File: src/hw/csf_map.svh
`ifndef CSF_MAP_SVH
`define CSF_MAP_SVH

// Register word indices, byte address is four times the index
`define CSF_IDX_CTRL 6'h00
`define CSF_IDX_STATUS 6'h01
`define CSF_IDX_GAIN0 6'h04
`define CSF_IDX_OFFSET0 6'h08
`define CSF_IDX_AUX_GAIN 6'h0C

// Control field positions
`define CSF_CTRL_AUX_SEL 0
`define CSF_CTRL_POWER_DOWN 1
`define CSF_CTRL_MONITOR_SEL 2
`define CSF_CTRL_RCLAMP_POL 3
`define CSF_CTRL_VSAMPLE_POL 4
`define CSF_CTRL_CLAMP_EN 5
`define CSF_CTRL_WIDTH 6

// Status field positions
`define CSF_STAT_OVF 16
`define CSF_STAT_LEVEL 20

// Reset values; polarity 0 means active low, so a pin tied high is idle
`define CSF_CTRL_RESET 6'h20
`define CSF_GAIN_RESET 8'h00
`define CSF_OFFSET_RESET 8'h00
`define CSF_BLACK_RESET 10'h000

// Gain law: factor = (256 + code * step) / 256, about 0 dB to 32 dB
`define CSF_GAIN_UNITY 14'h0100
`define CSF_GAIN_STEP 14'h0027
`define CSF_PIX_MAX 10'h3FF

// Pixel rate ceiling and the sampling clock frequency
`define CSF_MAX_RATE_KSPS 27000
`define CSF_SYS_CLK_KHZ 50000

`endif

File: src/hw/csf_pkg.sv
package csf_pkg;

   // Control bits that steer the datapath, bit 0 is the source select
   typedef struct packed {
      logic clamp_en;
      logic vsample_pol;
      logic rclamp_pol;
      logic monitor_sel;
      logic power_down;
      logic aux_sel;
   } csf_ctrl_t;

   // One processed pixel with its colour slot
   typedef struct packed {
      logic [1:0] colour;
      logic [9:0] data;
   } csf_pix_t;

   // Serial port frame walker
   typedef enum logic [1:0] {
      SPI_IDLE = 2'b00,
      SPI_ADDR = 2'b01,
      SPI_DATA = 2'b10,
      SPI_DONE = 2'b11
   } csf_spi_state_t;

endpackage

File: src/hw/csf_fifo.sv
`timescale 1ns/1ps
module csf_fifo #(
   parameter int WIDTH = 12,
   parameter int DEPTH = 16
) (
   input wire logic i_clk,
   input wire logic i_rst_n,
   input wire logic i_valid,
   output logic o_ready,
   input wire logic [WIDTH-1:0] i_data,
   output logic o_valid,
   input wire logic i_ready,
   output logic [WIDTH-1:0] o_data,
   output logic [$clog2(DEPTH+1)-1:0] o_level
);
   localparam int AW = $clog2(DEPTH);
   localparam int CW = $clog2(DEPTH+1);

   // Pointer wrap relies on a power-of-two depth
   initial begin
      if (DEPTH < 2 || (DEPTH & (DEPTH - 1)) != 0 || WIDTH < 1) begin
         $error("csf_fifo: DEPTH must be a power of two >= 2");
      end
   end

   logic [WIDTH-1:0] mem_q [DEPTH]; // Flop storage
   logic [AW-1:0] wr_q, wr_d, rd_q, rd_d;
   logic [CW-1:0] cnt_q, cnt_d;
   logic push, pop;

   // Honest flags straight from the count
   assign o_ready = (cnt_q != CW'(DEPTH));
   assign o_valid = (cnt_q != '0);
   assign o_data = mem_q[rd_q];
   assign o_level = cnt_q;
   assign push = i_valid & o_ready;
   assign pop = o_valid & i_ready;

   // Next pointers and count
   always_comb begin
      wr_d = push ? wr_q + AW'(1) : wr_q;
      rd_d = pop ? rd_q + AW'(1) : rd_q;
      cnt_d = cnt_q + CW'(push) - CW'(pop);
   end

   // Register pointers; storage needs no reset
   always_ff @(posedge i_clk) begin
      if (!i_rst_n) begin
         wr_q <= '0;
         rd_q <= '0;
         cnt_q <= '0;
      end else begin
         wr_q <= wr_d;
         rd_q <= rd_d;
         cnt_q <= cnt_d;
      end
      if (push) begin
         mem_q[wr_q] <= i_data;
      end
   end
endmodule // csf_fifo

File: src/hw/csf_top.sv
`timescale 1ns/1ps
`include "csf_map.svh"
// Operation
// - Master reset high returns everything to defaults
// - One pixel per pixel clock, up to 27 MSPS
// - Reset-clamp override strobe, programmable polarity
// - Video-sample override strobe, programmable polarity
// - Black clamp strobe pixels cancel black offset
// - Serial port acts only while enable low
// - Serial clock captures input, separate data out
// - Ten-bit pixel word, LSB on bit 0
// - Eight-bit gain code, 0 to 32 dB
// - Four colour gain and offset pairs
// - Auxiliary source with own clamp and gain
// - Power-down stops the pixel path
// - Bit 9 carries the pixel word MSB
// - Monitor output selects sampler or gain stage
module csf_top #(
   parameter int PIPE_LAT = 3,
   parameter int FIFO_DEPTH = 16,
   parameter int SPI_AW = 8,
   parameter int SPI_DW = 8
) (
   input wire logic i_sys_clk,
   input wire logic i_rst_n,
   input wire logic i_master_reset,
   input wire logic i_psel,
   input wire logic i_penable,
   input wire logic i_pwrite,
   input wire logic [7:0] i_paddr,
   input wire logic [31:0] i_pwdata,
   output logic [31:0] o_prdata,
   output logic o_pready,
   output logic o_pslverr,
   input wire logic i_pixel_clk,
   input wire logic [9:0] i_adc_sample,
   input wire logic [9:0] i_aux_sample,
   input wire logic i_line_valid_in,
   input wire logic i_black_clamp_strobe,
   input wire logic i_reset_clamp_override,
   input wire logic i_video_sample_override,
   input wire logic i_analog_clamp_switch,
   input wire logic i_serial_ce_n,
   input wire logic i_serial_clk,
   input wire logic i_serial_in,
   output logic o_serial_out,
   output logic [9:0] o_pixel_word,
   output logic [1:0] o_pixel_colour,
   output logic o_pixel_valid,
   input wire logic i_pixel_ready,
   output logic o_reset_clamp_active,
   output logic o_video_sample_active,
   output logic o_aux_clamp_active,
   output logic o_monitor_sel,
   output logic o_power_down,
   output logic o_aux_select
);
   localparam int FW = 12; // Pixel plus colour
   localparam int LW = $clog2(FIFO_DEPTH+1);
   localparam int FL = SPI_AW + SPI_DW;
   // Sampling clock must resolve each pixel clock half period
   localparam int MIN_PIX_CYC = (`CSF_SYS_CLK_KHZ + `CSF_MAX_RATE_KSPS - 1) / `CSF_MAX_RATE_KSPS;

   // Refuse settings the logic cannot serve
   initial begin
      if (PIPE_LAT < 1 || SPI_AW < 7 || SPI_DW < 1 || SPI_DW > 32 || FL > 63 || LW > 5 || MIN_PIX_CYC < 2) begin
         $error("csf_top: unsupported parameter set");
      end
   end

   // Two-stage synchronisers for every sensor pin, the serial port pins and the master reset
   logic [29:0] sync1_q, sync2_q;
   always_ff @(posedge i_sys_clk) begin
      if (!i_rst_n) begin
         sync1_q <= 30'h0000_00B0; // Enable and overrides idle high
         sync2_q <= 30'h0000_00B0;
      end else begin
         sync1_q <= {i_aux_sample, i_adc_sample, i_serial_in, i_serial_clk, i_serial_ce_n,
                     i_analog_clamp_switch, i_video_sample_override, i_reset_clamp_override,
                     i_black_clamp_strobe, i_line_valid_in, i_pixel_clk, i_master_reset};
         sync2_q <= sync1_q;
      end
   end

   // Synchronised views, read from the second stage only
   logic mrst_s, pclk_s, lv_s, bclamp_s, rco_s, vso_s, analog_clamp_switch_s, ce_n_s, sclk_s, si_s;
   logic [9:0] adc_s, aux_s;
   assign {aux_s, adc_s, si_s, sclk_s, ce_n_s, analog_clamp_switch_s, vso_s, rco_s, bclamp_s, lv_s, pclk_s, mrst_s} = sync2_q;

   // Master reset pin joins the bus reset; bench pulls the pin low when unused
   logic rst_all;
   assign rst_all = !i_rst_n || mrst_s;

   // Read mux shared by bus and serial port
   function automatic logic [31:0] read_reg(input logic [5:0] idx, input csf_pkg::csf_ctrl_t ctl,
                                            input logic [7:0] gn [4], input logic [7:0] of [4],
                                            input logic [7:0] ag, input logic [9:0] blk,
                                            input logic ovf, input logic [LW-1:0] lvl);
      logic [31:0] r;
      r = 32'h0000_0000;
      if (idx == `CSF_IDX_CTRL) r[`CSF_CTRL_WIDTH-1:0] = ctl;
      else if (idx == `CSF_IDX_STATUS) begin
         r[9:0] = blk;
         r[`CSF_STAT_OVF] = ovf;
         r[`CSF_STAT_LEVEL +: LW] = lvl;
      end
      else if (idx[5:2] == `CSF_IDX_GAIN0 >> 2) r[7:0] = gn[idx[1:0]];
      else if (idx[5:2] == `CSF_IDX_OFFSET0 >> 2) r[7:0] = of[idx[1:0]];
      else if (idx == `CSF_IDX_AUX_GAIN) r[7:0] = ag;
      return r;
   endfunction

   function automatic logic is_mapped(input logic [5:0] idx);
      return idx <= `CSF_IDX_STATUS || (idx >= `CSF_IDX_GAIN0 && idx <= `CSF_IDX_AUX_GAIN);
   endfunction

   // Gain stage and offset with saturation, shared by both sources
   function automatic logic [9:0] apply_gain(input logic [9:0] lvl, input logic [7:0] code,
                                             input logic [7:0] off);
      logic [13:0] mult;
      logic [23:0] prod;
      logic [16:0] sum;
      mult = `CSF_GAIN_UNITY + 14'(code) * `CSF_GAIN_STEP;
      prod = 24'(lvl) * 24'(mult);
      sum = 17'(prod[23:8]) + 17'(off);
      return (sum > 17'(`CSF_PIX_MAX)) ? `CSF_PIX_MAX : sum[9:0];
   endfunction

   // ---------------- Register file ----------------
   csf_pkg::csf_ctrl_t ctrl_q, ctrl_d;
   logic [7:0] gain_q [4], gain_d [4]; // One per colour slot
   logic [7:0] offs_q [4], offs_d [4];
   logic [7:0] aux_gain_q, aux_gain_d;
   logic ovf_q, ovf_d; // Sticky FIFO overflow
   logic pready_q, pready_d, pslverr_q, pslverr_d;
   logic [31:0] prdata_q, prdata_d;
   logic [9:0] black_q; // Running black level
   logic [LW-1:0] fifo_level;
   logic spi_wr; // Serial write strobe
   logic [5:0] spi_idx;
   logic [SPI_DW-1:0] spi_wdata;
   logic fifo_drop; // Pixel lost to a full FIFO

   logic acc_first, apb_wr, wr_en;
   logic [5:0] wr_idx, apb_idx;
   logic [31:0] wr_data;
   assign apb_idx = i_paddr[7:2];
   assign acc_first = i_psel && i_penable && !pready_q;
   assign apb_wr = i_psel && i_penable && pready_q && i_pwrite && is_mapped(apb_idx);

   // Next register values; bus write wins a same-cycle serial write
   always_comb begin
      ctrl_d = ctrl_q;
      gain_d = gain_q;
      offs_d = offs_q;
      aux_gain_d = aux_gain_q;
      wr_en = apb_wr || spi_wr;
      wr_idx = apb_wr ? apb_idx : spi_idx;
      wr_data = apb_wr ? i_pwdata : 32'(spi_wdata);
      ovf_d = ovf_q;
      if (wr_en) begin
         if (wr_idx == `CSF_IDX_CTRL) ctrl_d = csf_pkg::csf_ctrl_t'(wr_data[`CSF_CTRL_WIDTH-1:0]);
         else if (wr_idx == `CSF_IDX_STATUS && wr_data[`CSF_STAT_OVF]) ovf_d = 1'b0; // Write one clears
         else if (wr_idx[5:2] == `CSF_IDX_GAIN0 >> 2) gain_d[wr_idx[1:0]] = wr_data[7:0];
         else if (wr_idx[5:2] == `CSF_IDX_OFFSET0 >> 2) offs_d[wr_idx[1:0]] = wr_data[7:0];
         else if (wr_idx == `CSF_IDX_AUX_GAIN) aux_gain_d = wr_data[7:0];
      end
      if (fifo_drop) ovf_d = 1'b1; // Set beats clear
      // Access phase gets one wait state, answer registered
      pready_d = acc_first;
      pslverr_d = acc_first && !is_mapped(apb_idx);
      prdata_d = 32'h0000_0000;
      if (acc_first && !i_pwrite) begin
         prdata_d = read_reg(apb_idx, ctrl_q, gain_q, offs_q, aux_gain_q, black_q, ovf_q, fifo_level);
      end
   end

   always_ff @(posedge i_sys_clk) begin
      if (rst_all) begin
         ctrl_q <= csf_pkg::csf_ctrl_t'(`CSF_CTRL_RESET);
         gain_q <= '{default: `CSF_GAIN_RESET};
         offs_q <= '{default: `CSF_OFFSET_RESET};
         aux_gain_q <= `CSF_GAIN_RESET;
         ovf_q <= 1'b0;
         pready_q <= 1'b0;
         pslverr_q <= 1'b0;
         prdata_q <= 32'h0000_0000;
      end else begin
         ctrl_q <= ctrl_d;
         gain_q <= gain_d;
         offs_q <= offs_d;
         aux_gain_q <= aux_gain_d;
         ovf_q <= ovf_d;
         pready_q <= pready_d;
         pslverr_q <= pslverr_d;
         prdata_q <= prdata_d;
      end
   end
   assign o_pready = pready_q;
   assign o_pslverr = pslverr_q;
   assign o_prdata = prdata_q;
   assign o_monitor_sel = ctrl_q.monitor_sel;
   assign o_power_down = ctrl_q.power_down;
   assign o_aux_select = ctrl_q.aux_sel;

   // ---------------- Override strobes ----------------
   logic rca_q, rca_d, vsa_q, vsa_d, aca_q, aca_d;
   always_comb begin
      rca_d = ctrl_q.rclamp_pol ? rco_s : !rco_s;
      vsa_d = ctrl_q.vsample_pol ? vso_s : !vso_s;
      aca_d = analog_clamp_switch_s && ctrl_q.aux_sel;
   end
   always_ff @(posedge i_sys_clk) begin
      if (rst_all) begin
         rca_q <= 1'b0;
         vsa_q <= 1'b0;
         aca_q <= 1'b0;
      end else begin
         rca_q <= rca_d;
         vsa_q <= vsa_d;
         aca_q <= aca_d;
      end
   end
   assign o_reset_clamp_active = rca_q;
   assign o_video_sample_active = vsa_q;
   assign o_aux_clamp_active = aca_q;

   // ---------------- Serial port ----------------
   csf_pkg::csf_spi_state_t spi_st_q, spi_st_d;
   logic [5:0] spi_cnt_q, spi_cnt_d;
   logic [FL-1:0] shin_q, shin_d;
   logic [SPI_DW-1:0] shout_q, shout_d;
   logic so_q, so_d, sclk_prev_q, spi_wr_d, spi_wr_q, spi_rd_q, spi_rd_d;
   logic sclk_rise, sclk_fall;
   logic [31:0] spi_rword;
   assign sclk_rise = sclk_s && !sclk_prev_q;
   assign sclk_fall = !sclk_s && sclk_prev_q;
   assign spi_idx = shin_q[SPI_DW +: 6];
   assign spi_wdata = shin_q[SPI_DW-1:0];
   assign spi_wr = spi_wr_q;
   // Index from the bits already held plus the one arriving, so no loop through shin_d
   assign spi_rword = read_reg({shin_q[4:0], si_s}, ctrl_q, gain_q, offs_q, aux_gain_q, black_q, ovf_q, fifo_level);

   // Frame walker: address bits MSB first, top address bit flags a read
   always_comb begin
      spi_st_d = spi_st_q;
      spi_cnt_d = spi_cnt_q;
      shin_d = shin_q;
      shout_d = shout_q;
      so_d = so_q;
      spi_rd_d = spi_rd_q;
      spi_wr_d = 1'b0;
      case (spi_st_q)
         csf_pkg::SPI_IDLE: begin
            spi_cnt_d = 6'h00;
            if (!ce_n_s) spi_st_d = csf_pkg::SPI_ADDR;
         end
         csf_pkg::SPI_ADDR: begin
            if (sclk_rise) begin
               shin_d = {shin_q[FL-2:0], si_s};
               spi_cnt_d = spi_cnt_q + 6'h01;
               if (spi_cnt_d == 6'(SPI_AW)) begin
                  spi_st_d = csf_pkg::SPI_DATA;
                  spi_rd_d = shin_d[SPI_AW-1];
                  shout_d = spi_rword[SPI_DW-1:0];
               end
            end
         end
         csf_pkg::SPI_DATA: begin
            if (sclk_fall && spi_rd_q) begin
               so_d = shout_q[SPI_DW-1];
               shout_d = {shout_q[SPI_DW-2:0], 1'b0};
            end
            if (sclk_rise) begin
               shin_d = {shin_q[FL-2:0], si_s};
               spi_cnt_d = spi_cnt_q + 6'h01;
               if (spi_cnt_d == 6'(FL)) begin
                  spi_st_d = csf_pkg::SPI_DONE;
                  spi_wr_d = !spi_rd_q && is_mapped(shin_d[SPI_DW +: 6]);
               end
            end
         end
         csf_pkg::SPI_DONE: begin
            spi_cnt_d = spi_cnt_q; // Extra clocks ignored until enable rises
         end
         default: spi_st_d = csf_pkg::SPI_IDLE;
      endcase
      if (ce_n_s) begin
         spi_st_d = csf_pkg::SPI_IDLE;
         spi_cnt_d = 6'h00;
         so_d = 1'b0;
         spi_wr_d = 1'b0;
      end
   end

   always_ff @(posedge i_sys_clk) begin
      if (rst_all) begin
         spi_st_q <= csf_pkg::SPI_IDLE;
         spi_cnt_q <= 6'h00;
         shin_q <= '0;
         shout_q <= '0;
         so_q <= 1'b0;
         spi_rd_q <= 1'b0;
         spi_wr_q <= 1'b0;
         sclk_prev_q <= 1'b0;
      end else begin
         spi_st_q <= spi_st_d;
         spi_cnt_q <= spi_cnt_d;
         shin_q <= shin_d;
         shout_q <= shout_d;
         so_q <= so_d;
         spi_rd_q <= spi_rd_d;
         spi_wr_q <= spi_wr_d;
         sclk_prev_q <= sclk_s;
      end
   end
   assign o_serial_out = so_q;

   // ---------------- Pixel path ----------------
   logic pclk_prev_q, lv_prev_q, pix_par_q, line_par_q, pix_edge;
   logic pclk_prev_d, lv_prev_d, pix_par_d, line_par_d;
   logic [9:0] black_d, sample, level;
   csf_pkg::csf_pix_t pipe_q [PIPE_LAT], pipe_d [PIPE_LAT];
   logic [PIPE_LAT-1:0] pvld_q, pvld_d;
   logic [1:0] colour;
   logic fifo_in_ready, fifo_out_valid, out_take;
   csf_pkg::csf_pix_t fifo_out;
   logic out_vld_q, out_vld_d;
   csf_pkg::csf_pix_t out_q, out_d;

   assign pix_edge = pclk_s && !pclk_prev_q;
   assign colour = {line_par_q, pix_par_q};
   assign sample = ctrl_q.aux_sel ? aux_s : adc_s;
   // Black offset only applies to the sensor path; aux has its own clamp
   assign level = ctrl_q.aux_sel ? aux_s : ((adc_s > black_q) ? adc_s - black_q : 10'h000);
   assign fifo_drop = pix_edge && pvld_q[PIPE_LAT-1] && !fifo_in_ready;

   // One sample per pixel clock edge, shifted down a fixed-length pipe
   always_comb begin
      pclk_prev_d = pclk_s;
      lv_prev_d = lv_prev_q;
      pix_par_d = pix_par_q;
      line_par_d = line_par_q;
      black_d = black_q;
      pipe_d = pipe_q;
      pvld_d = pvld_q;
      if (pix_edge) begin
         lv_prev_d = lv_s;
         if (lv_prev_q && !lv_s) line_par_d = !line_par_q;
         pix_par_d = lv_s ? !pix_par_q : 1'b0;
         if (bclamp_s && ctrl_q.clamp_en && !ctrl_q.aux_sel) begin
            // Signed error so a darker pixel pulls the level down
            black_d = black_q + 10'($signed(11'(sample) - 11'(black_q)) >>> 3);
         end
         for (int i = PIPE_LAT - 1; i > 0; i--) begin
            pipe_d[i] = pipe_q[i-1];
            pvld_d[i] = pvld_q[i-1];
         end
         pvld_d[0] = lv_s && !ctrl_q.power_down;
         pipe_d[0].colour = colour;
         pipe_d[0].data = ctrl_q.aux_sel ? apply_gain(level, aux_gain_q, 8'h00)
                                         : apply_gain(level, gain_q[colour], offs_q[colour]);
      end
      if (ctrl_q.power_down) pvld_d = '0;
   end

   always_ff @(posedge i_sys_clk) begin
      if (rst_all) begin
         pclk_prev_q <= 1'b0;
         lv_prev_q <= 1'b0;
         pix_par_q <= 1'b0;
         line_par_q <= 1'b0;
         black_q <= `CSF_BLACK_RESET;
         pipe_q <= '{default: '0};
         pvld_q <= '0;
      end else begin
         pclk_prev_q <= pclk_prev_d;
         lv_prev_q <= lv_prev_d;
         pix_par_q <= pix_par_d;
         line_par_q <= line_par_d;
         black_q <= black_d;
         pipe_q <= pipe_d;
         pvld_q <= pvld_d;
      end
   end

   csf_fifo #(.WIDTH(FW), .DEPTH(FIFO_DEPTH)) u_fifo (
      .i_clk(i_sys_clk),
      .i_rst_n(!rst_all),
      .i_valid(pix_edge && pvld_q[PIPE_LAT-1]),
      .o_ready(fifo_in_ready),
      .i_data(pipe_q[PIPE_LAT-1]),
      .o_valid(fifo_out_valid),
      .i_ready(out_take),
      .o_data(fifo_out),
      .o_level(fifo_level)
   );

   // Output register so the pixel port comes from flops and can stall
   assign out_take = fifo_out_valid && (!out_vld_q || i_pixel_ready);
   always_comb begin
      out_vld_d = out_vld_q;
      out_d = out_q;
      if (out_take) begin
         out_vld_d = 1'b1;
         out_d = fifo_out;
      end else if (i_pixel_ready) begin
         out_vld_d = 1'b0;
      end
   end
   always_ff @(posedge i_sys_clk) begin
      if (rst_all) begin
         out_vld_q <= 1'b0;
         out_q <= '0;
      end else begin
         out_vld_q <= out_vld_d;
         out_q <= out_d;
      end
   end
   assign o_pixel_valid = out_vld_q;
   assign o_pixel_word = out_q.data;
   assign o_pixel_colour = out_q.colour;
endmodule // csf_top

File: config.mk
export PLATFORM = sky130hd
export DESIGN_NAME = csf_top
export DESIGN_NICKNAME = d
export VERILOG_FILES = /design/src/hw/csf_pkg.sv /design/src/hw/csf_fifo.sv /design/src/hw/csf_top.sv
export VERILOG_INCLUDE_DIRS = /design/src /design/src/hw
export SDC_FILE = /design/constraint.sdc
export NUM_CORES = 1
export LEC_CHECK = 0
export BUFFER_PORTS_ARGS = -buffer_cell sky130_fd_sc_hd__buf_4
export CORE_UTILIZATION = 45
export CTS_BUF_LIST = sky130_fd_sc_hd__clkbuf_8
export DETAILED_ROUTE_END_ITERATION = 7
export PLACE_DENSITY = 0.64
export SYNTH_ARGS = -nofsm -noshare
export SYNTH_HDL_FRONTEND = slang
export SYNTH_SLANG_ARGS = --single-unit
File: constraint.sdc
create_clock -name i_sys_clk -period 32.8 [get_ports i_sys_clk]
set_input_delay 0 -clock i_sys_clk [delete_from_list [all_inputs] [get_ports i_sys_clk]]
set_output_delay 0 -clock i_sys_clk [all_outputs]
set_load 0.02 [all_outputs]
Word-level counts from Yosys, hierarchy flattened
Memories as Yosys holds them, arrays and structs flattened. A register that Yosys moved wholly into a read port is not among the register bits.
Index checks and enable logic that the tools add are counted.
Widths: inputs -> output; s select.
{"block": "totals", "mem_count": 1, "ff_bits": 277, "output_inout_bits": 54, "ram_bits": 192, "elab_cells": 261}
{"block": "classes", "eq_ne": 25, "muxes": 63, "bitwise_logic": 16, "addsub": 11, "reduce_logical": 76, "n_mul": 4, "magnitude_cmp": 14}
{"name": "u_fifo.mem_q", "words": 16, "word_bits": 12, "read_ports": 1, "rd_ports_with_merged_regs": 1, "write_ports": 1, "line_no": "csf_fifo.sv:26", "text": "logic [WIDTH-1:0] mem_q [DEPTH];"}
{"op": "$mux 8", "n": 24}
{"op": "$bmux 8 s2", "n": 6}
{"op": "$bwmux 32", "n": 2}
{"op": "$mux 10", "n": 6}
{"op": "$mul 10x14->24", "n": 2}
{"op": "$add 9x14->14 const A", "n": 2}
{"op": "$mul 8x6->14 const B", "n": 2}
{"op": "$eq 6x4->1 const B", "n": 4}
{"op": "$logic_and 1x1->1", "n": 24}
{"op": "$mux 6", "n": 4}
{"op": "$eq 6x1->1 const B", "n": 3}
{"op": "$logic_not 6->1", "n": 3}
{"op": "$add 16x8->17", "n": 1}
{"op": "$gt 17x10->1 const B", "n": 1}
{"op": "$logic_not 1->1", "n": 17}
{"op": "$mux 17", "n": 1}
{"op": "$demux 8 s2", "n": 1}
{"op": "$gt 16x10->1 const B", "n": 1}
{"op": "$pmux 8 s2", "n": 1}
{"op": "$eq 4x1->1 const B", "n": 3}
{"op": "$eq 4x2->1 const B", "n": 3}
{"op": "$ge 3x3->1 const B", "n": 4}
{"op": "$ge 6x3->1 const B", "n": 2}
{"op": "$le 6x1->1 const B", "n": 2}
{"op": "37 further kinds", "n": 90}

Longest topological paths before layout
Gate-level depths: netlist of run 1.
{"block": "depth", "depth_word": 11, "mapped_depth": 43, "ltp_nobuf": 41}

Hierarchy
From an unflattened synthesis of run 1, not the netlist that was laid out.
{"block": "hier_totals", "hier_cells": 3038, "area_unflattened_um2": 31669.1}
{"module": "csf_top", "n_inst": 1, "area_per_inst_um2": 23447.5, "cells_each": 2634}
{"module": "csf_fifo", "n_inst": 1, "area_per_inst_um2": 8221.6, "cells_each": 404}

Worst setup path before layout of run 1
OpenSTA, ideal clock, no wires.
{"block": "synth_path", "kind": "reg2reg", "from": "register pix_par_q", "to": "register pipe_q[27] (netlist bit)", "path_slack_ns": 22.270, "stages_incl_launch_ff": 44, "setup_ns": 0.133, "arrival_ns": 10.397, "period_less_slack_ns": 10.530, "required_time_ns": 32.667, "path_buffers": 3, "cell_sequence": "dfxtp_1 > buf_2 > clkbuf_1 > mux4_2 > ha_1 > xor2_1 > ha_1 > inv_1 > fa_1 > inv_1 > ha_1 > ha_1 > a21oi_1 > nor2_1 > nor2_1 > xnor2_1 > nand2_1 > fa_1 > (+8 left out) > clkbuf_1 > nand3_1 > nor2_1 > o21ai_1 > a21o_2 > and2_1 > xnor2_1 > ha_1 > nor2b_1 > o21ai_0 > a21boi_1 > o21ai_0 > a21boi_0 > o21ai_0 > a211oi_4 > mux2i_4 > o32ai_1 > a21oi_1"}
{"block": "synth_via", "elab_chain_cells": 11, "elab_cells_between_ends": 14}
{"item": "start, declared", "line_no": "csf_top.sv:320", "text": "logic pclk_prev_q, lv_prev_q, pix_par_q, line_par_q, pix_edge;"}
{"item": "start signal, assigned", "line_no": "csf_top.sv:379", "text": "pix_par_q <= pix_par_d;"}
{"item": "$not 2->3 (not written as such) *", "line_no": "csf_top.sv:362", "text": ": apply_gain(level, gain_q[colour], offs_q[colour]);"}
{"item": "$bmux 8 s2", "line_no": "csf_top.sv:362"}
{"item": "$mux 8 (not written as such) (2 in a row)", "line_no": "csf_top.sv:362"}
{"item": "$mul 8x6->14 (no source line)"}
{"item": "$add 9x14->14 (no source line)"}
{"item": "$mul 10x14->24", "line_no": "csf_top.sv:124", "text": "prod = 24'(lvl) * 24'(mult);"}
{"item": "$add 16x8->17 *", "line_no": "csf_top.sv:125", "text": "sum = 17'(prod[23:8]) + 17'(off);"}
{"item": "$gt 17x10->1", "line_no": "csf_top.sv:126", "text": "return (sum > 17'(`CSF_PIX_MAX)) ? `CSF_PIX_MAX : sum[9:0];"}
{"item": "$mux 10 *", "line_no": "csf_top.sv:126"}
{"item": "$mux 10 *", "line_no": "csf_top.sv:361", "text": "pipe_d[0].data = ctrl_q.aux_sel ? apply_gain(level, aux_gain_q, 8'h00)"}
{"item": "end signal, assigned", "line_no": "csf_top.sv:382", "text": "pipe_q <= pipe_d;"}
{"item": "end, declared", "line_no": "csf_top.sv:323", "text": "csf_pkg::csf_pix_t pipe_q [PIPE_LAT], pipe_d [PIPE_LAT];"}
Mark *: on every way between the ends. The rest lies on a longest branch, timed or not. The select of a mux whose other input is x is not followed.
A chain may end at the register's enable or synchronous reset.

Final worst setup path of run 1
{"block": "layout_path", "from": "register pix_par_q", "to": "register pipe_q[32] (netlist bit)"}
The elaborated chain is that of the path after synthesis.

==> results.sh, run 1 <==
export IMPL_wl_per_cell_microns=19.5
export IMPL_post_route_worst_setup_slack_ns=21.54
export IMPL_synth_edf_count=192
export IMPL_synth_area_sq_um=31300
export IMPL_cts_sinks=465
export IMPL_cts_clk_slew_worst_paths_ns=0.06
export IMPL_via_count=22300
export IMPL_async_flop_share_pct=0
export IMPL_routabilityCongestion=0.908
export IMPL_numCtsBuffers=72
export IMPL_slew_viol_final=0
export IMPL_ant_nets=0
export IMPL_drv_cap=0
export IMPL_num_fill_cells=6090
export IMPL_arrival_ns=11.85
export IMPL_synth_seq_cells=465
export IMPL_drive_gt1_share_pct=13.6
export IMPL_critPathMaxFanout=21
export IMPL_rsz0062_at_grt="no"
export IMPL_vias_per_cell=5.47
export IMPL_htree_levels=3
export IMPL_vdd_drop_max_uv=33.6
export IMPL_crit_path_end_kind="register"
export IMPL_ys_seq_area_share_pct=35.9
export IMPL_synth_ff_type="dfxtp_1"
export IMPL_netlist_instances=2937
export IMPL_ctsResizeCount=0
export IMPL_tightest_slew_ns=1.13
export IMPL_io_buffers=88
export IMPL_period_minus_slack_ns=11.26
export IMPL_tns_ns=0
export IMPL_dp_slack_ns=21.59
export IMPL_slew_headroom_pct=24.4
export IMPL_max_freq_mhz=88.8
export IMPL_first_pass_iters=7
export IMPL_synth_cell_types=91
export IMPL_cts_tree="done"
export IMPL_num_io_pins=130
export IMPL_core_sq_um=68700
export IMPL_final_cells=4085
export IMPL_yosys_warnings=0
export IMPL_p_leak_nw=15.4
export IMPL_area_growth_pct=12.7
export IMPL_grt_pass1_wl_mm=127
export IMPL_fp_dieArea_sq_um=70500
export IMPL_drt_total_wl_mm=79.7
export IMPL_placedCellCount=3872
export IMPL_fin_total_pwr_mw=1.40
export IMPL_cellPowerDensity_nw_per_um2=39.7
export IMPL_setup_viol=0
export IMPL_syn_area_per_cell_sq_um=10.6
export IMPL_clk_latency_ns=0.67
export IMPL_rows=96
export IMPL_chipWidth_microns=266
export IMPL_nNetsFinal=3610
export IMPL_grt_pass1_vias=22900
export IMPL_final_period_utilization_pct=34.3
export IMPL_grt_max_degree=93
export IMPL_antenna_found_initial=1
export IMPL_drtIter0Drc=1638
export IMPL_hp_class="in -> reg"
export IMPL_cpPeakStageDelay_ns=0.69
export IMPL_cp_data_required_time_ns=33.39
export IMPL_die_h_microns=266
export IMPL_overflow=0
export IMPL_grtUsageTotal_pct=23.0
export IMPL_status="completed"
export IMPL_skew_ns=0.0335
export IMPL_start_util_pct=45.5
export IMPL_crit_slowest_cell="mux4_2"
export IMPL_drc=0
export IMPL_cts_buffer_depth=3
export IMPL_post_dp_hpwl_mm=56.2
export IMPL_post_cts_setup_buffers=0
export IMPL_root_buffer="clkbuf_8"
export IMPL_hold_violations=0
export IMPL_critPathLaunchType="register"
export IMPL_crit_type="reg -> reg"
## critical path: cells and delay by family, from the launching register on
kind | cells | cell delay (ns)
buf+inv | 6 | 0.60
xor+xnor | 3 | 0.91
compound gates | 12 | 2.73
mux | 2 | 1.13
simple gates | 4 | 0.55
flops | 1 | 0.31
fa+ha+maj | 12 | 4.96
## cell families after synthesis
group | synth area share (%)
multiplexers | 12.1
buffers and inverters | 5.80
AO/OA/AOI/OAI | 8.61
XOR/XNOR | 2.71
adder cells (fa/ha/maj) | 22.6
other | 0.0120
flip-flops | 35.9
AND/OR/NAND/NOR | 12.2
## state kept, by name (all words and copies together), names as in the netlist, 2 cells and up
register	flops
black_q	10
shout_q	8
spi_st_q	2
u_fifo.wr_q	4
pipe_q	36
pvld_q	3
aux_gain_q	8
sync2_q	30
o_pixel_colour	2
sync1_q	30
gain_q	32
u_fifo.mem_q	192
ctrl_q	3
spi_cnt_q	6
shin_q	14
o_pixel_word	10
offs_q	32
u_fifo.o_level	5
o_prdata	16
u_fifo.rd_q	4
## cell usage after synthesis, types with 5 or more instances
cell type	number	area [sq um]
nor4b_1	5	43.8
clkbuf_1	99	372
inv_1	309	1160
o21ai_1	24	120
o21ai_0	50	250
nor2_1	256	961
buf_2	8	40.0
edfxtp_1	192	5770
nand2_1	283	1060
or2_2	7	43.8
dfxtp_1	273	5470
mux2i_1	107	1070
nor2b_1	15	93.8
ha_1	225	2820
and3_1	8	50.1
fa_1	213	4260
nand3_1	26	130
mux2_2	22	248
a22oi_1	36	270
o21a_1	8	60.1
a22o_1	7	61.3
and2_1	120	751
nor3b_1	6	45.0
a21oi_1	141	706
nand4_1	12	75.1
a21o_1	43	323
nand2b_1	27	169
xnor2_1	60	526
a21boi_0	7	52.6
xor2_1	35	307
buf_4	17	128
buf_1	23	86.3
o21bai_1	17	128
a211oi_1	11	82.6
a31oi_1	11	68.8
nor3_1	38	190
mux4_2	108	2430
## cells in the final DEF, fill, tap and decap left out, types with 12 or more instances in the layout
cell type      count
a21o_1            43
a21oi_1          141
a22oi_1           36
and2_1           120
buf_4            138
clkbuf_8          88
conb_1            16
dfxtp_1          270
dlygate4sd3_1     81
edfxtp_1         192
fa_1             213
ha_1             225
inv_1            328
mux2_2            22
mux2i_1          107
mux4_2           108
nand2_1          283
nand2b_1          26
nand3_1           26
nand4_1           12
nor2_1           252
nor2b_1           13
nor3_1            33
o21ai_0           50
o21ai_1           22
o21bai_1          17
xnor2_1           60
xor2_1            35
## routing by layer
metal  part of all wire [%]  wire length [microns]  global-route usage [%]
met5                      0                      0                       0
met3                    6.2                   4970                    3.78
met4                    3.3                   2610                    8.26
met1                     42                  33700                    30.2
met2                     48                  38400                    38.4
## what timing repair did
action,CTS,global route
hold endpoints to repair,154,0
endpoints found under the setup margin,0,0
hold buffers,81,0
## per-stage QoR
stage | instance area (sq um) | hold WS [ns] | utilization (%)
finish | 35200 | 0.109 | 51.3
global route | 35200 | 0.126 | 51.3
CTS | 35200 | 0.0557 | 51.3
detailed placement | 33000 | 0.191 | 48.0
global placement | 33000 | 0.184 | 48.0
floorplan | 31300 | 0.101 | -
## worst paths after layout
path,startpoint,end,slack (ns),cells after the start
worst min register to register,sync1_q[7],sync2_q[7],0.40,1
worst max register to register,pix_par_q,pipe_q[32],21.54,39
worst min-delay path,i_paddr[6],o_prdata[3],0.11,6
worst max-delay path,pix_par_q,pipe_q[32],21.54,39
## layout make-up
class                   count  area (sq um)  share of cell area (%)
clock buffers              88          1210                    3.44
clock inverters            42           244                   0.693
inverters                 311          1170                    3.32
repair buffers            219          1850                    5.24
diodes                      2          5.00                  0.0142
multi-input cells        2027         18300                    52.1
flip-flops and latches    465         11200                    31.9
well taps                 931          1160                    3.31
## where the power goes
group	internal [mW]	switching (mW)	leakage [nW]
combinational	0.131	0.139	10.6
clock	0.255	0.235	0.829
sequential	0.612	0.0268	4.00
total	0.998	0.400	15.4
Power figures use the tool's default switching activity.
==> run 2, diff against run 1 <==
==> constraint.sdc (replaced) <==
create_clock -name i_sys_clk -period 10.95 [get_ports i_sys_clk]
set_input_delay 0 -clock i_sys_clk [delete_from_list [all_inputs] [get_ports i_sys_clk]]
set_output_delay 0 -clock i_sys_clk [all_outputs]
set_load 0.02 [all_outputs]
==> run 2 against run 1 <==
Wire length grew 1.9%. Die area is the same. Combinational power grew to 3.0 times the previous value. Global-route usage grew 0.38 points. Register-to-register slack lost 21 ns. Setup slack lost 21 ns. Clock skew grew 0.0019 ns. Count of clock-buffer cells in the layout grew 2. Clock power grew to 3.0 times the previous value. Via count grew 0.90%. Critical path depth shrank 2. Flip-flop and latch count is the same. Largest cell class unchanged.
==> results.sh, run 2 (synthesis gave the netlist of run 1 again) <==
export IMPL_vdd_drop_max_uv=147
export IMPL_crit_slowest_cell="mux4_2"
export IMPL_overflow=0
export IMPL_r2r_slack_ns=0.60
export IMPL_antenna_found_initial=1
export IMPL_wl_per_cell_microns=19.9
export IMPL_start_util_pct=45.5
export IMPL_final_common_cell="inv_1"
export IMPL_crit_path_end_kind="register"
export IMPL_top_regs="u_fifo.mem_q (192), pipe_q (36)"
export IMPL_core_sq_um=68700
export IMPL_via_count=22500
export IMPL_drc=0
export IMPL_r2r_start="pix_par_q"
export IMPL_max_freq_mhz=96.6
export IMPL_cellPowerDensity_nw_per_um2=119
export IMPL_fp_dieArea_sq_um=70500
export IMPL_hold_violations=0
export IMPL_htree_levels=3
export IMPL_period_minus_slack_ns=10.35
export IMPL_placed_area_sq_um=33000
export IMPL_area_growth_pct=12.8
export IMPL_tightest_slew_ns=1.15
export IMPL_crit_reg2reg_capture="pipe_q[31]"
export IMPL_crit_type="reg -> reg"
export IMPL_design_area_sq_um=35300
export IMPL_routabilityCongestion=0.930
export IMPL_drv_cap=0
export IMPL_critPathMaxFanout=8
export IMPL_num_fill_cells=6171
export IMPL_grtUsageTotal_pct=23.4
export IMPL_cpPeakStageDelay_ns=0.60
export IMPL_critPathLaunchType="register"
export IMPL_holdPathEnd="o_prdata[4]"
export IMPL_drtIter0Drc=1518
export IMPL_regMostFlops="u_fifo.mem_q"
export IMPL_crit_buf_inv=6
export IMPL_crit_family="adder cells"
export IMPL_grt_pass1_vias=23200
export IMPL_status="completed"
export IMPL_nNetsFinal=3612
export IMPL_final_util_pct=51.3
export IMPL_first_pass_iters=6
export IMPL_tns_ns=0
export IMPL_final_period_utilization_pct=94.5
export IMPL_drive_gt1_share_pct=13.8
export IMPL_drt_total_wl_mm=81.2
export IMPL_numCtsBuffers=72
export IMPL_root_buffer="clkbuf_8"
export IMPL_setup_viol=0
export IMPL_hp_class="in -> reg"
export IMPL_chipWidth_microns=266
export IMPL_rows=96
export IMPL_placedCellCount=3875
export IMPL_num_io_pins=130
export IMPL_vias_per_cell=5.52
export IMPL_antenna_cells=0
export IMPL_cts_buffer_depth=3
export IMPL_skew_ns=0.0354
export IMPL_final_cells=4083
export IMPL_slew_headroom_pct=23.5
export IMPL_cts_clk_slew_worst_paths_ns=0.06
export IMPL_fin_total_pwr_mw=4.20
export IMPL_arrival_ns=10.90
export IMPL_worstHoldStart="i_paddr[3]"
export IMPL_io_buffers=88
export IMPL_slew_viol_final=0
export IMPL_rr_worst_depth=37
export IMPL_timing_hold_ws_ns=0.121
export IMPL_min_path_cells=4
export IMPL_ant_nets=0
export IMPL_grt_pass1_wl_mm=128
export IMPL_cp_data_required_time_ns=11.50
export IMPL_largest_reg_flops=192
export IMPL_mostFrequentLayoutCells="inv_1 (330), nand2_1 (283), dfxtp_1 (268), nor2_1 (248), ha_1 (225)"
export IMPL_dp_slack_ns=0.258
export IMPL_clk_latency_ns=0.66
export IMPL_p_leak_nw=15.4
export IMPL_grt_max_degree=84
export IMPL_die_h_microns=266
export IMPL_post_dp_hpwl_mm=58.7
export IMPL_cts_tree="done"
export IMPL_cts_sinks=465
export IMPL_post_route_worst_setup_slack_ns=0.601
==> run 2: cell type report <==
class | count | area [sq um] | area share, %
Clock buffer | 90 | 1240 | 3.51
Inverter | 311 | 1170 | 3.32
Tap cell | 931 | 1160 | 3.30
Sequential cell | 465 | 11200 | 31.9
Multi-Input combinational cell | 2027 | 18400 | 52.0
Clock inverter | 38 | 234 | 0.663
Timing Repair Buffer | 221 | 1870 | 5.30
==> run 2: layer usage <==
| metal | up-vias | routed length (microns) | GRT usage (%) |
|---|---|---|---|
| met5 | - | 12 | 0 |
| met3 | 159 | 5600 | 4.27 |
| met2 | 746 | 39200 | 39.0 |
| met4 | 2 | 2740 | 8.70 |
| li1 | 10300 | - | - |
| met1 | 11300 | 33700 | 30.3 |
==> run 2: worst max-delay path by stage <==
stage | start | endpoint | slack, ns | cells past startpoint
2_1_floorplan | pix_par_q | pipe_q[32] | 0.42 | 43
3_3_place_gp | pix_par_q | pipe_q[32] | 0.51 | 36
3_5_place_dp | pix_par_q | pipe_q[32] | 0.26 | 36
4_1_cts | pix_par_q | pipe_q[32] | 0.18 | 40
5_1_grt | pix_par_q | pipe_q[24] | -0.005 | 41
6_report | pix_par_q | pipe_q[31] | 0.60 | 37
==> run 2: tightest hold or removal path: stages <==
cell     delay (ns)
buf_4          0.22
mux4_2         0.27
a22oi_1        0.07
a21oi_1        0.16
==> run 2: repair_timing <==
action / in CTS / in global routing
resized for setup: 0 / 5
hold endpoints to repair: 142 / 0
buffers inserted: 0 / 1
setup endpoints to repair: 0 / 10
hold buffers: 79 / 0
==> run 2: power by group <==
group | total (mW) | switching, mW | internal [mW]
clock network | 1.47 | 0.678 | 0.791
registers | 1.91 | 0.0809 | 1.83
logic | 0.818 | 0.425 | 0.393
